### config.mk
export PLATFORM = sky130hd
export DESIGN_NAME = pdu_top
export DESIGN_NICKNAME = d
export VERILOG_FILES = /design/src/pdu_pkg.sv /design/src/pdu_rst_sync.sv /design/src/pdu_chan.sv /design/src/pdu_top.sv
export SDC_FILE = /design/constraint.sdc
export NUM_CORES = 1
export LEC_CHECK = 0
export ABC_AREA = 1
export BUFFER_PORTS_ARGS = -buffer_cell sky130_fd_sc_hd__buf_2
export CAP_MARGIN = 10
export CORE_ASPECT_RATIO = 1.25
export CORE_MARGIN = 2
export CORE_UTILIZATION = 55
export DETAILED_ROUTE_END_ITERATION = 12
export GPL_TIMING_DRIVEN = 0
export PLACE_DENSITY_LB_ADDON = 0.15
export SETUP_SLACK_MARGIN = 0.4
export SLEW_MARGIN = 30
export SYNTH_ARGS = -nofsm -noshare
export SYNTH_HDL_FRONTEND = slang
export SYNTH_SLANG_ARGS = --single-unit
export TNS_END_PERCENT = 1
### constraint.sdc
create_clock -name clk_sys -period 3.2 [get_ports clk_sys]
set_input_delay 0.48 -clock clk_sys [delete_from_list [all_inputs] [get_ports clk_sys]]
set_output_delay 0.48 -clock clk_sys [all_outputs]
set_load 0.005 [all_outputs]
### src/pdu_pkg.sv
package pdu_pkg;

    localparam logic [15:0] ADDR_CTL_DUTYA_HI = 16'hffa0;
    localparam logic [15:0] ADDR_DUTYA_LO     = 16'hffa1;
    localparam logic [15:0] ADDR_CNT_DUTYB_HI = 16'hffa6;
    localparam logic [15:0] ADDR_CNT_DUTYB_LO = 16'hffa7;
    localparam logic [15:0] ADDR_HALT_HI      = 16'hff86;
    localparam logic [15:0] ADDR_HALT_LO      = 16'hff87;

    localparam logic [7:0]  CTL_RST        = 8'h30;
    localparam logic [7:0]  CTL_FIXED_ONES = 8'h30;
    localparam logic [15:0] HALT_RST       = 16'h3fff;
    localparam logic [15:0] DUTY_RST       = 16'hffff;
    localparam logic [13:0] CNT_RST        = 14'h0000;
    localparam logic        BANK_RST       = 1'b1;
    localparam logic [7:0]  UNMAPPED_READ  = 8'hff;

    localparam int CTL_TEST_BIT   = 7;
    localparam int CTL_HALT_BIT   = 6;
    localparam int CTL_OUT_B_BIT  = 3;
    localparam int CTL_OUT_A_BIT  = 2;
    localparam int CTL_INV_BIT    = 1;
    localparam int CTL_RES_BIT    = 0;
    localparam int DUTY_CARRIER_BIT = 1;
    localparam int DUTY_BANK_BIT  = 0;
    localparam int HALT_PWM_BIT   = 11;

    localparam logic [15:0] RANGE_LO_SHORT = 16'h0401;
    localparam logic [15:0] RANGE_HI_SHORT = 16'hfffd;
    localparam logic [15:0] RANGE_LO_LONG  = 16'h0103;
    localparam logic [15:0] RANGE_HI_LONG  = 16'hffff;

endpackage

### src/pdu_rst_sync.sv
`timescale 1ns/1ps
module pdu_rst_sync
(
    input  wire logic clk_sys,
    input  wire logic rst_n,
    output logic      rst_sync_n
);
    logic stage1;

    always_ff @(posedge clk_sys or negedge rst_n)
    begin
        if (!rst_n)
        begin
            stage1     <= 1'b0;
            rst_sync_n <= 1'b0;
        end
        else
        begin
            stage1     <= 1'b1;
            rst_sync_n <= stage1;
        end
    end
endmodule // pdu_rst_sync

### src/pdu_chan.sv
`timescale 1ns/1ps
module pdu_chan
(
    input  wire logic        clk_sys,
    input  wire logic        rst_n,
    input  wire logic [13:0] cnt,
    input  wire logic [15:0] duty,
    input  wire logic        invert,
    input  wire logic        enable,
    output logic             pin
);
    wire logic [13:0] da    = duty[15:2];
    wire logic        carrier_select = duty[pdu_pkg::DUTY_CARRIER_BIT];
    // Long carrier: 256-step base cycle, 64 base cycles per conversion
    wire logic        ext_l = {2'b00, cnt[13:8]} < {2'b00, da[5:0]};
    wire logic        low_l = {1'b0, cnt[7:0]} < ({1'b0, da[13:6]} + {8'h00, ext_l});
    // Short carrier: 64-step base cycle, 256 base cycles per conversion
    wire logic        ext_s = cnt[13:6] < da[7:0];
    wire logic        low_s = {1'b0, cnt[5:0]} < ({1'b0, da[13:8]} + {6'h00, ext_s});
    wire logic        above = carrier_select ? (duty > pdu_pkg::RANGE_HI_LONG)
                                             : (duty > pdu_pkg::RANGE_HI_SHORT);
    wire logic        below = carrier_select ? (duty < pdu_pkg::RANGE_LO_LONG)
                                             : (duty < pdu_pkg::RANGE_LO_SHORT);
    wire logic        in_range = !above && !below;
    // Flat output outside range: high above the range, low below it
    wire logic        level = in_range ? !(carrier_select ? low_l : low_s)
                                       : above;
    wire logic        next_pin = enable && (level ^ invert);

    always_ff @(posedge clk_sys or negedge rst_n)
    begin
        if (!rst_n)
            pin <= 1'b0;
        else
            pin <= next_pin;
    end
endmodule // pdu_chan

### src/pdu_top.sv
`timescale 1ns/1ps
module pdu_top
(
    input  wire logic        clk_sys,
    input  wire logic        rst_n,
    input  wire logic        sw_standby,
    input  wire logic        hw_standby,
    input  wire logic [15:0] bus_addr,
    input  wire logic        bus_wr,
    input  wire logic        bus_rd,
    input  wire logic [7:0]  bus_wdata,
    output logic      [7:0]  bus_rdata,
    output logic             pwm_pin_a,
    output logic             pwm_pin_b
);
    logic        rst_q_n;
    logic [7:0]  pwm_control;
    logic [15:0] module_halt_control;
    logic [15:0] channel_a_duty;
    logic [15:0] channel_b_duty;
    logic [13:0] time_base_counter;
    logic        bank_sel;
    logic        res_phase;
    logic [7:0]  hold_latch;

    pdu_rst_sync u_rst
    (
        .clk_sys    (clk_sys),
        .rst_n      (rst_n),
        .rst_sync_n (rst_q_n)
    );

    // Block-wide clear sources
    wire logic pwm_module_halt = module_halt_control[pdu_pkg::HALT_PWM_BIT];
    wire logic blk_clr         = pwm_module_halt || sw_standby || hw_standby;
    wire logic counter_halt_ctl  = pwm_control[pdu_pkg::CTL_HALT_BIT];
    wire logic chan_b_out_enable = pwm_control[pdu_pkg::CTL_OUT_B_BIT];
    wire logic chan_a_out_enable = pwm_control[pdu_pkg::CTL_OUT_A_BIT];
    wire logic output_invert     = pwm_control[pdu_pkg::CTL_INV_BIT];
    wire logic resolution_select = pwm_control[pdu_pkg::CTL_RES_BIT];

    // Address decode; the duty and counter addresses are steered by the bank bit, the halt addresses are not
    wire logic at_a0 = bus_addr == pdu_pkg::ADDR_CTL_DUTYA_HI;
    wire logic at_a1 = bus_addr == pdu_pkg::ADDR_DUTYA_LO;
    wire logic at_b0 = bus_addr == pdu_pkg::ADDR_CNT_DUTYB_HI;
    wire logic at_b1 = bus_addr == pdu_pkg::ADDR_CNT_DUTYB_LO;
    wire logic sel_ctl   = at_a0 && bank_sel;
    wire logic sel_da_hi = at_a0 && !bank_sel;
    wire logic sel_da_lo = at_a1 && !bank_sel;
    wire logic sel_db_hi = at_b0 && !bank_sel;
    wire logic sel_db_lo = at_b1 && !bank_sel;
    wire logic sel_cn_hi = at_b0 && bank_sel;
    wire logic sel_cn_lo = at_b1 && bank_sel;
    wire logic sel_mh_hi = bus_addr == pdu_pkg::ADDR_HALT_HI;
    wire logic sel_mh_lo = bus_addr == pdu_pkg::ADDR_HALT_LO;
    wire logic sel_upper = sel_da_hi || sel_db_hi || sel_cn_hi;
    wire logic sel_lower = sel_da_lo || sel_db_lo || sel_cn_lo;

    // Counter in the bus view: low byte holds bits 8..13 reversed
    wire logic [15:0] cnt_view = {time_base_counter[7:0],
                                  time_base_counter[8], time_base_counter[9],
                                  time_base_counter[10], time_base_counter[11],
                                  time_base_counter[12], time_base_counter[13],
                                  1'b1, bank_sel};
    wire logic [15:0] db_view  = {channel_b_duty[15:1], bank_sel};
    wire logic [15:0] da_view  = {channel_a_duty[15:1], 1'b1};

    // One latch shared by both duty registers and the counter, so interleaving corrupts
    wire logic [15:0] word_in  = {hold_latch, bus_wdata};
    wire logic        wr_upper = bus_wr && sel_upper;
    wire logic        wr_lower = bus_wr && sel_lower;
    wire logic        rd_upper = bus_rd && sel_upper;
    wire logic        rd_lower = bus_rd && sel_lower;

    wire logic [15:0] upper_src = sel_da_hi ? da_view : (sel_db_hi ? db_view : cnt_view);
    wire logic [7:0]  next_hold = wr_upper ? bus_wdata
                                : rd_upper ? upper_src[7:0]
                                : hold_latch;

    wire logic [7:0] rd_val = sel_ctl   ? (pwm_control | pdu_pkg::CTL_FIXED_ONES)
                            : sel_upper ? upper_src[15:8]
                            : sel_lower ? hold_latch
                            : sel_mh_hi ? module_halt_control[15:8]
                            : sel_mh_lo ? module_halt_control[7:0]
                            : pdu_pkg::UNMAPPED_READ;

    // Control register; bits 5:4 forced, test bit only stored
    wire logic [7:0] next_ctl = blk_clr ? pdu_pkg::CTL_RST
                              : (bus_wr && sel_ctl)
                              ? (bus_wdata | pdu_pkg::CTL_FIXED_ONES)
                              : pwm_control;

    // Halt register only cleared by chip reset or hardware standby
    wire logic [15:0] next_halt = hw_standby ? pdu_pkg::HALT_RST
                                : (bus_wr && sel_mh_hi)
                                ? {bus_wdata, module_halt_control[7:0]}
                                : (bus_wr && sel_mh_lo)
                                ? {module_halt_control[15:8], bus_wdata}
                                : module_halt_control;

    wire logic [15:0] next_da = blk_clr ? pdu_pkg::DUTY_RST
                              : (wr_lower && sel_da_lo) ? {word_in[15:1], 1'b1}
                              : channel_a_duty;
    wire logic [15:0] next_db = blk_clr ? pdu_pkg::DUTY_RST
                              : (wr_lower && sel_db_lo) ? word_in
                              : channel_b_duty;
    wire logic        next_bank = blk_clr ? pdu_pkg::BANK_RST
                                : (wr_lower && at_b1) ? bus_wdata[pdu_pkg::DUTY_BANK_BIT]
                                : bank_sel;

    // Counter: slow resolution steps every second clock
    wire logic        cnt_run  = !counter_halt_ctl && !blk_clr;
    wire logic        cnt_step = cnt_run && (!resolution_select || res_phase);
    wire logic [13:0] cnt_wr   = {word_in[2], word_in[3], word_in[4], word_in[5],
                                  word_in[6], word_in[7], word_in[15:8]};
    wire logic [13:0] next_cnt = !cnt_run ? pdu_pkg::CNT_RST
                               : (wr_lower && sel_cn_lo) ? cnt_wr
                               : cnt_step ? time_base_counter + 14'h0001
                               : time_base_counter;
    wire logic        next_phase = cnt_run && resolution_select && !res_phase;

    always_ff @(posedge clk_sys or negedge rst_q_n)
    begin
        if (!rst_q_n)
        begin
            pwm_control         <= pdu_pkg::CTL_RST;
            module_halt_control <= pdu_pkg::HALT_RST;
            channel_a_duty      <= pdu_pkg::DUTY_RST;
            channel_b_duty      <= pdu_pkg::DUTY_RST;
            bank_sel            <= pdu_pkg::BANK_RST;
            time_base_counter   <= pdu_pkg::CNT_RST;
            res_phase           <= 1'b0;
            hold_latch          <= 8'h00;
            bus_rdata           <= 8'h00;
        end
        else
        begin
            pwm_control         <= next_ctl;
            module_halt_control <= next_halt;
            channel_a_duty      <= next_da;
            channel_b_duty      <= next_db;
            bank_sel            <= next_bank;
            time_base_counter   <= next_cnt;
            res_phase           <= next_phase;
            hold_latch          <= next_hold;
            bus_rdata           <= bus_rd ? rd_val : bus_rdata;
        end
    end

    // Carrier length and range live per channel in duty bit 1
    pdu_chan u_chan_a
    (
        .clk_sys (clk_sys),
        .rst_n   (rst_q_n),
        .cnt     (time_base_counter),
        .duty    (da_view),
        .invert  (output_invert),
        .enable  (chan_a_out_enable && !blk_clr),
        .pin     (pwm_pin_a)
    );

    pdu_chan u_chan_b
    (
        .clk_sys (clk_sys),
        .rst_n   (rst_q_n),
        .cnt     (time_base_counter),
        .duty    (channel_b_duty),
        .invert  (output_invert),
        .enable  (chan_b_out_enable && !blk_clr),
        .pin     (pwm_pin_b)
    );
endmodule // pdu_top

* Yosys cells after proc, flatten, opt, wreduce, memory -nomap -nowiden
Index checks and enable logic that the tools add are counted.
Word-level totals: input bits 30, output and inout port bits 10, word-level logic and storage cells 129, bits in registers 92
Cells by class: mux-type cells 31, bitwise logic cells 2, equal/unequal tests 8, reduce and logical (&&, ||, !) cells 53, $add $sub $neg 5, $lt $le $gt $ge 16
Operator list (number):
- $mux W16 | 8
- $eq A16 B16 Y1 const B | 6
- $mux W8 | 10
- $gt A16 B16 Y1 const B | 4
- $mux W14 | 3
- $lt A16 B11 Y1 const B | 2
- $lt A16 B9 Y1 const B | 2
- $logic_and A1 B1 Y1 | 27
- $add A8 B1 Y9 | 2
- $lt A8 B9 Y1 | 2
- $lt A8 B8 Y1 | 2
- $add A14 B1 Y14 const B | 1
- $add A6 B1 Y7 | 2
- $lt A6 B7 Y1 | 2
- $reduce_bool A2 Y1 | 7
- $lt A6 B6 Y1 | 2
- $logic_not A1 Y1 | 11
- $mux W1 | 10
- $logic_or A1 B1 Y1 | 7
- $ne A3 B1 Y1 const B | 1
- $ne A2 B2 Y1 const B | 1
- $reduce_and A2 Y1 | 1
- $xor A1 B1 Y1 | 2

* Longest topological paths before layout
word-level depth 8, gate-level depth with buffers 25, depth with buffers taken out 25

* Cells and area by module
A second synthesis with hierarchy kept.
Unflattened totals: cells, all modules 986, area, all modules 6977.9 um^2
By module, submodules not included:
- pdu_top | seq. area each 2184.6 um^2, cells each 681, times used 1, area each 5047.3 um^2
- pdu_chan | seq. area each 25.0 um^2, cells each 151, times used 2, area each 938.4 um^2
- pdu_rst_sync | seq. area each 50.0 um^2, cells each 3, times used 1, area each 53.8 um^2

* Least setup slack after synthesis
Ideal clock, no wire load.
path type flip-flop to flip-flop, start point register channel_b_duty[5], end point register u_chan_b.pin, path buffers 0, arrival 3175 ps, cell stages (with the launch flop) 25, path slack -92 ps, period minus slack after synthesis 3292 ps, data required time 3083 ps, library setup time 117 ps, cells stage by stage dfstp_2 inv_1 ha_1 a21oi_1 nor2_1 a2111oi_0 ha_1 ha_1 nand2_1 nor2_1 inv_1 nor2_1 inv_1 nor3_1 a21oi_1 ha_1 a21o_1 nand3_1 nand2_1 nor2_1 nand3_1 nand2_1 nand2_1 nand2_1 nor2_1
Between the ends: longest elaborated chain between the ends 8, elaborated cells on any way between the ends 20, those cells by class 2 x add/sub; 8 x order compare; 4 x mux; 1 x bitwise; 5 x reduce/logical
Ends and longest elaborated chain:
- start, declared | RTL line pdu_top.sv:20 | logic [15:0] channel_b_duty;
- start signal, assigned | RTL line pdu_top.sv:129 | channel_b_duty <= pdu_pkg::DUTY_RST;
- start signal, assigned | RTL line pdu_top.sv:141 | channel_b_duty <= next_db;
- $lt A6 B6 Y1 / $lt A8 B8 Y1 (equally long branches) | RTL line pdu_chan.sv:15, pdu_chan.sv:18
- $add A8 B1 Y9 / $add A6 B1 Y7 (equally long branches) | RTL line pdu_chan.sv:16, pdu_chan.sv:19
- $lt A8 B9 Y1 / $lt A6 B7 Y1 (equally long branches) | RTL line pdu_chan.sv:16, pdu_chan.sv:19
- $mux W1 | RTL line pdu_chan.sv:26 | wire logic level = in_range ? !(carrier_select ? low_l : low_s)
- $logic_not A1 Y1 | RTL line pdu_chan.sv:26
- $mux W1 * | RTL line pdu_chan.sv:26
- $xor A1 B1 Y1 * | RTL line pdu_chan.sv:28 | wire logic next_pin = enable && (level ^ invert);
- $logic_and A1 B1 Y1 * | RTL line pdu_chan.sv:28
- named net u_chan_b.next_pin | RTL line pdu_chan.sv:28
- end signal, assigned | RTL line pdu_chan.sv:35 | pin <= next_pin;
- end, declared | RTL line pdu_chan.sv:10 | output logic pin
The timed path passes the listed nets; every way through them passes the cells marked *. A chain may end at the register's enable or synchronous reset.

* Worst setup path after layout
start point register channel_b_duty[3], end point register u_chan_b.pin
Same word-level chain as after synthesis.

==> out/qor.yml <==
antenna_found_initial: 0
ys_types: 48
ys_async_sr_fraction_pct: 100.0
worst_path_max_delay_cell: "dfstp_2"
critPathArrivalTime_ps: 3830
cts_root_buffer: "clkbuf_16"
cp_common_cell: "nand2_1"
startpoint: "channel_b_duty[3]"
netlist_area_um2: 6751
cp.required_ps: 3480
finClkSkew_ps: 7.411
critPathKind: "reg -> reg"
port_buffers: 38
timing.fmax_mhz: 281.7
status: "finished, violations left"
ys_seq_elements: 89
rsz0062_at_grt: "yes"
die_area_um2: 13180
peakVddDrop_uv: 293.6
hold_viol: 0
track_usage_pct: 30.85
io_pins: 40
endpoint_kind: "flip-flop"
hold_path_class: "reg -> async"
finalCriticalPeriod_ps: 3550
viasPerCell: 5.551
avgRoutedWirePerCell_um: 16.96
start_kind: "flip-flop"
num_rows: 45
layout-drive-gt1-share_pct: 20.77
diodes: 0
path_cells: "inv_2 > ha_1 > a21boi_0 > o211ai_1 > nand2_1 > a21oi_2 > ha_2 > ha_2 > nand2_1 > nor3_2 > a21oi_1 > ha_1 > and3_1 > nand2_1 > or2_2 > a21oi_1 > nand2_2 > nand2_1 > nand2_1 > nor2_2"
grt_pass1_wl_mm: 30.88
antenna_left: 0
setup_viol: 2
p_total_uw: 2367
fillers: 1135
routed_wl_mm: 19.44
grt_max_degree: 47
utilization_pct: 64.13
fin_ws_ps: -350.0
overflow: 0
synth_top_area_share_pct: 17.90
placed_cell_area_um2: 7173
synth_area_leader_cell: "dfstp_2"
synth_top_cells_by_count: "nand2_1 (199), inv_1 (113), nor2_1 (104), nand3_1 (75), a21oi_1 (71)"
firstDrtPassIters: 5
reg2reg_slack_ps: -350
drt-initial-drc-count: 483
cts_made_buffers: 9
synth.area.top_cells: "dfstp_2 (18%), dfrtp_1 (16%), nand2_1 (11%)"
hpwl_mm: 15.00
tightest_slew_ps: 619.9
crit_path_max_fanout: 4
slew_violations: 0
clkSlewWorstSetupHoldPaths_ps: 70
dp_cells: 1127
first_global_vias: 5985
syn_nets: 1011
synth.most_common_cell: "nand2_1"
tritoncts: "done"
p_leak_uw: 0.003918
max-clock-path-buffers: 2
cap_violations: 0
stdcell_count: 1146
violations: "negative setup slack"
period_share_pct: 110.9
r2r_start: "channel_b_duty[3]"
cts_htree_levels: 3
p_per_area_nw_per_um2: 306.3
cp_slowest_stage_delay_ps: 540
core_area_um2: 12050
die-height_um: 127.9
pre_cts_ws_ps: -879.0
area_delta_synth_final_pct: 14.46
ys.warnings.count: 0
insertion_delay_ps: 350
ys.flop_type: "dfstp_2"
fin_nets: 1064
synth-edff-count: 0
clock_sinks: 89
synthCells: 924
slew_headroom_pct: 58.67
synth-seq-area-share_pct: 33.84
drcViolationCount: 0
initial_utilization_pct: 56.03
synth_area_per_cell_um2: 7.307
final_area_um2: 7727
vias: 6361
die_w_um: 103.1
place_congestion: 0.9800
## worst paths after layout
| kind | to | depth (start not counted) |
|---|---|---|
| max | u_chan_b.pin | 20 |
| min | bus_rdata[7] | 0 |
| max reg2reg | u_chan_b.pin | 20 |
| min reg2reg | bus_rdata[7] | 0 |
| max in group asynchronous | channel_b_duty[6] | 1 |
| min in group clk_sys | u_rst.rst_sync_n | 0 |
## per-stage QoR
step           setup TNS [ps]  hold slack (ps)
5_1_grt                 -1048            375.7
3_5_place_dp            -1659            267.9
4_1_cts                -822.0            366.7
2_1_floorplan          -68.63            184.4
3_3_place_gp           -18100            264.5
6_report               -522.2            346.7
## routing by layer
layer	routed length, um	vias up	GRT usage [%]
li1	-	3140	-
met1	7966	2951	39.59
met2	9344	212	50.11
met3	1132	58	4.417
met4	994	0	16.02
met5	0	-	0
## layout by cell type, fill, tap and decap left out, types with 3 or more instances in the layout
master	synthesis	layout
xnor2_1	6	6
ha_4	0	8
o21ai_1	14	16
o22ai_1	8	8
nand2_1	199	197
ha_1	57	44
nor2_1	104	99
a22oi_1	6	6
buf_6	4	4
inv_1	113	107
nor2_4	3	3
clkinv_4	0	3
dfrtp_1	43	41
nor3_2	1	3
inv_2	9	14
a21oi_1	71	64
xor2_1	19	19
clkbuf_1	10	10
nor2_2	5	10
nand4_1	17	17
buf_2	2	40
clkbuf_16	0	10
nand3_1	75	74
a21oi_2	2	8
o21ai_2	3	4
nand2_2	7	9
ha_2	0	5
o21ai_0	43	40
buf_4	7	9
o211ai_1	3	3
nand3_2	4	5
nor3_1	13	11
dfstp_2	46	46
## registers in the layout, indices dropped and copies added, names as in the netlist
signal,cells
channel_b_duty,16
u_chan_b.pin,1
u_rst.stage1,1
u_chan_a.pin,1
module_halt_control,16
channel_a_duty,15
time_base_counter,14
bank_sel,1
bus_rdata,8
pwm_control,6
hold_latch,8
res_phase,1
u_rst.rst_sync_n,1
## logic make-up (layout without fill, tap and decap cells)
family / after synthesis / in the layout / share of synthesized area [%]
and+or+nand+nor: 442 / 442 / 29.50
AOI/OAI and AO/OA: 161 / 161 / 13.60
buffers and inverters: 149 / 207 / 9.192
DFF: 89 / 89 / 33.84
adders and majority gates: 57 / 57 / 10.56
xor gates and xnor gates: 25 / 25 / 3.243
other: 1 / 1 / 0.05554
## power by group
group          internal (uW)  total, uW  switching (uW)
Sequential              1150       1170            16.0
Clock                    605       1090             480
Combinational           36.8        116            79.1
Total                   1790       2370             575
## cell type report
| cell class | instances | area, um2 | share of cell area [%] |
|---|---|---|---|
| timing repair buffer | 42 | 235.2 | 3.044 |
| clock inverter | 5 | 43.79 | 0.5667 |
| tap | 164 | 205.2 | 2.655 |
| clock buffer | 11 | 264.0 | 3.416 |
| buffer | 23 | 145.1 | 1.878 |
| sequential | 89 | 2290 | 29.63 |
| multi-input combinational | 686 | 4066 | 52.62 |
| inverter | 126 | 478.0 | 6.185 |
## critical path, delay by kind of cell, from the launching register on
family	cells	cell delay, ps
buffers and inverters	1	60
flip-flops	1	540
AO/OA/AOI/OAI	5	740
AND/OR/NAND/NOR	10	1150
adder cells (fa/ha/maj)	4	980
## what timing repair did
action                                  4_1_cts  5_1_grt
hold buffers                                  1        0
endpoints found under the setup margin        2        2
buffers inserted                              1        1
pin swaps                                     9       19
resized for setup                            22       27
hold endpoints to repair                      2        0
Note: power is estimated with default switching activity, not from simulation.
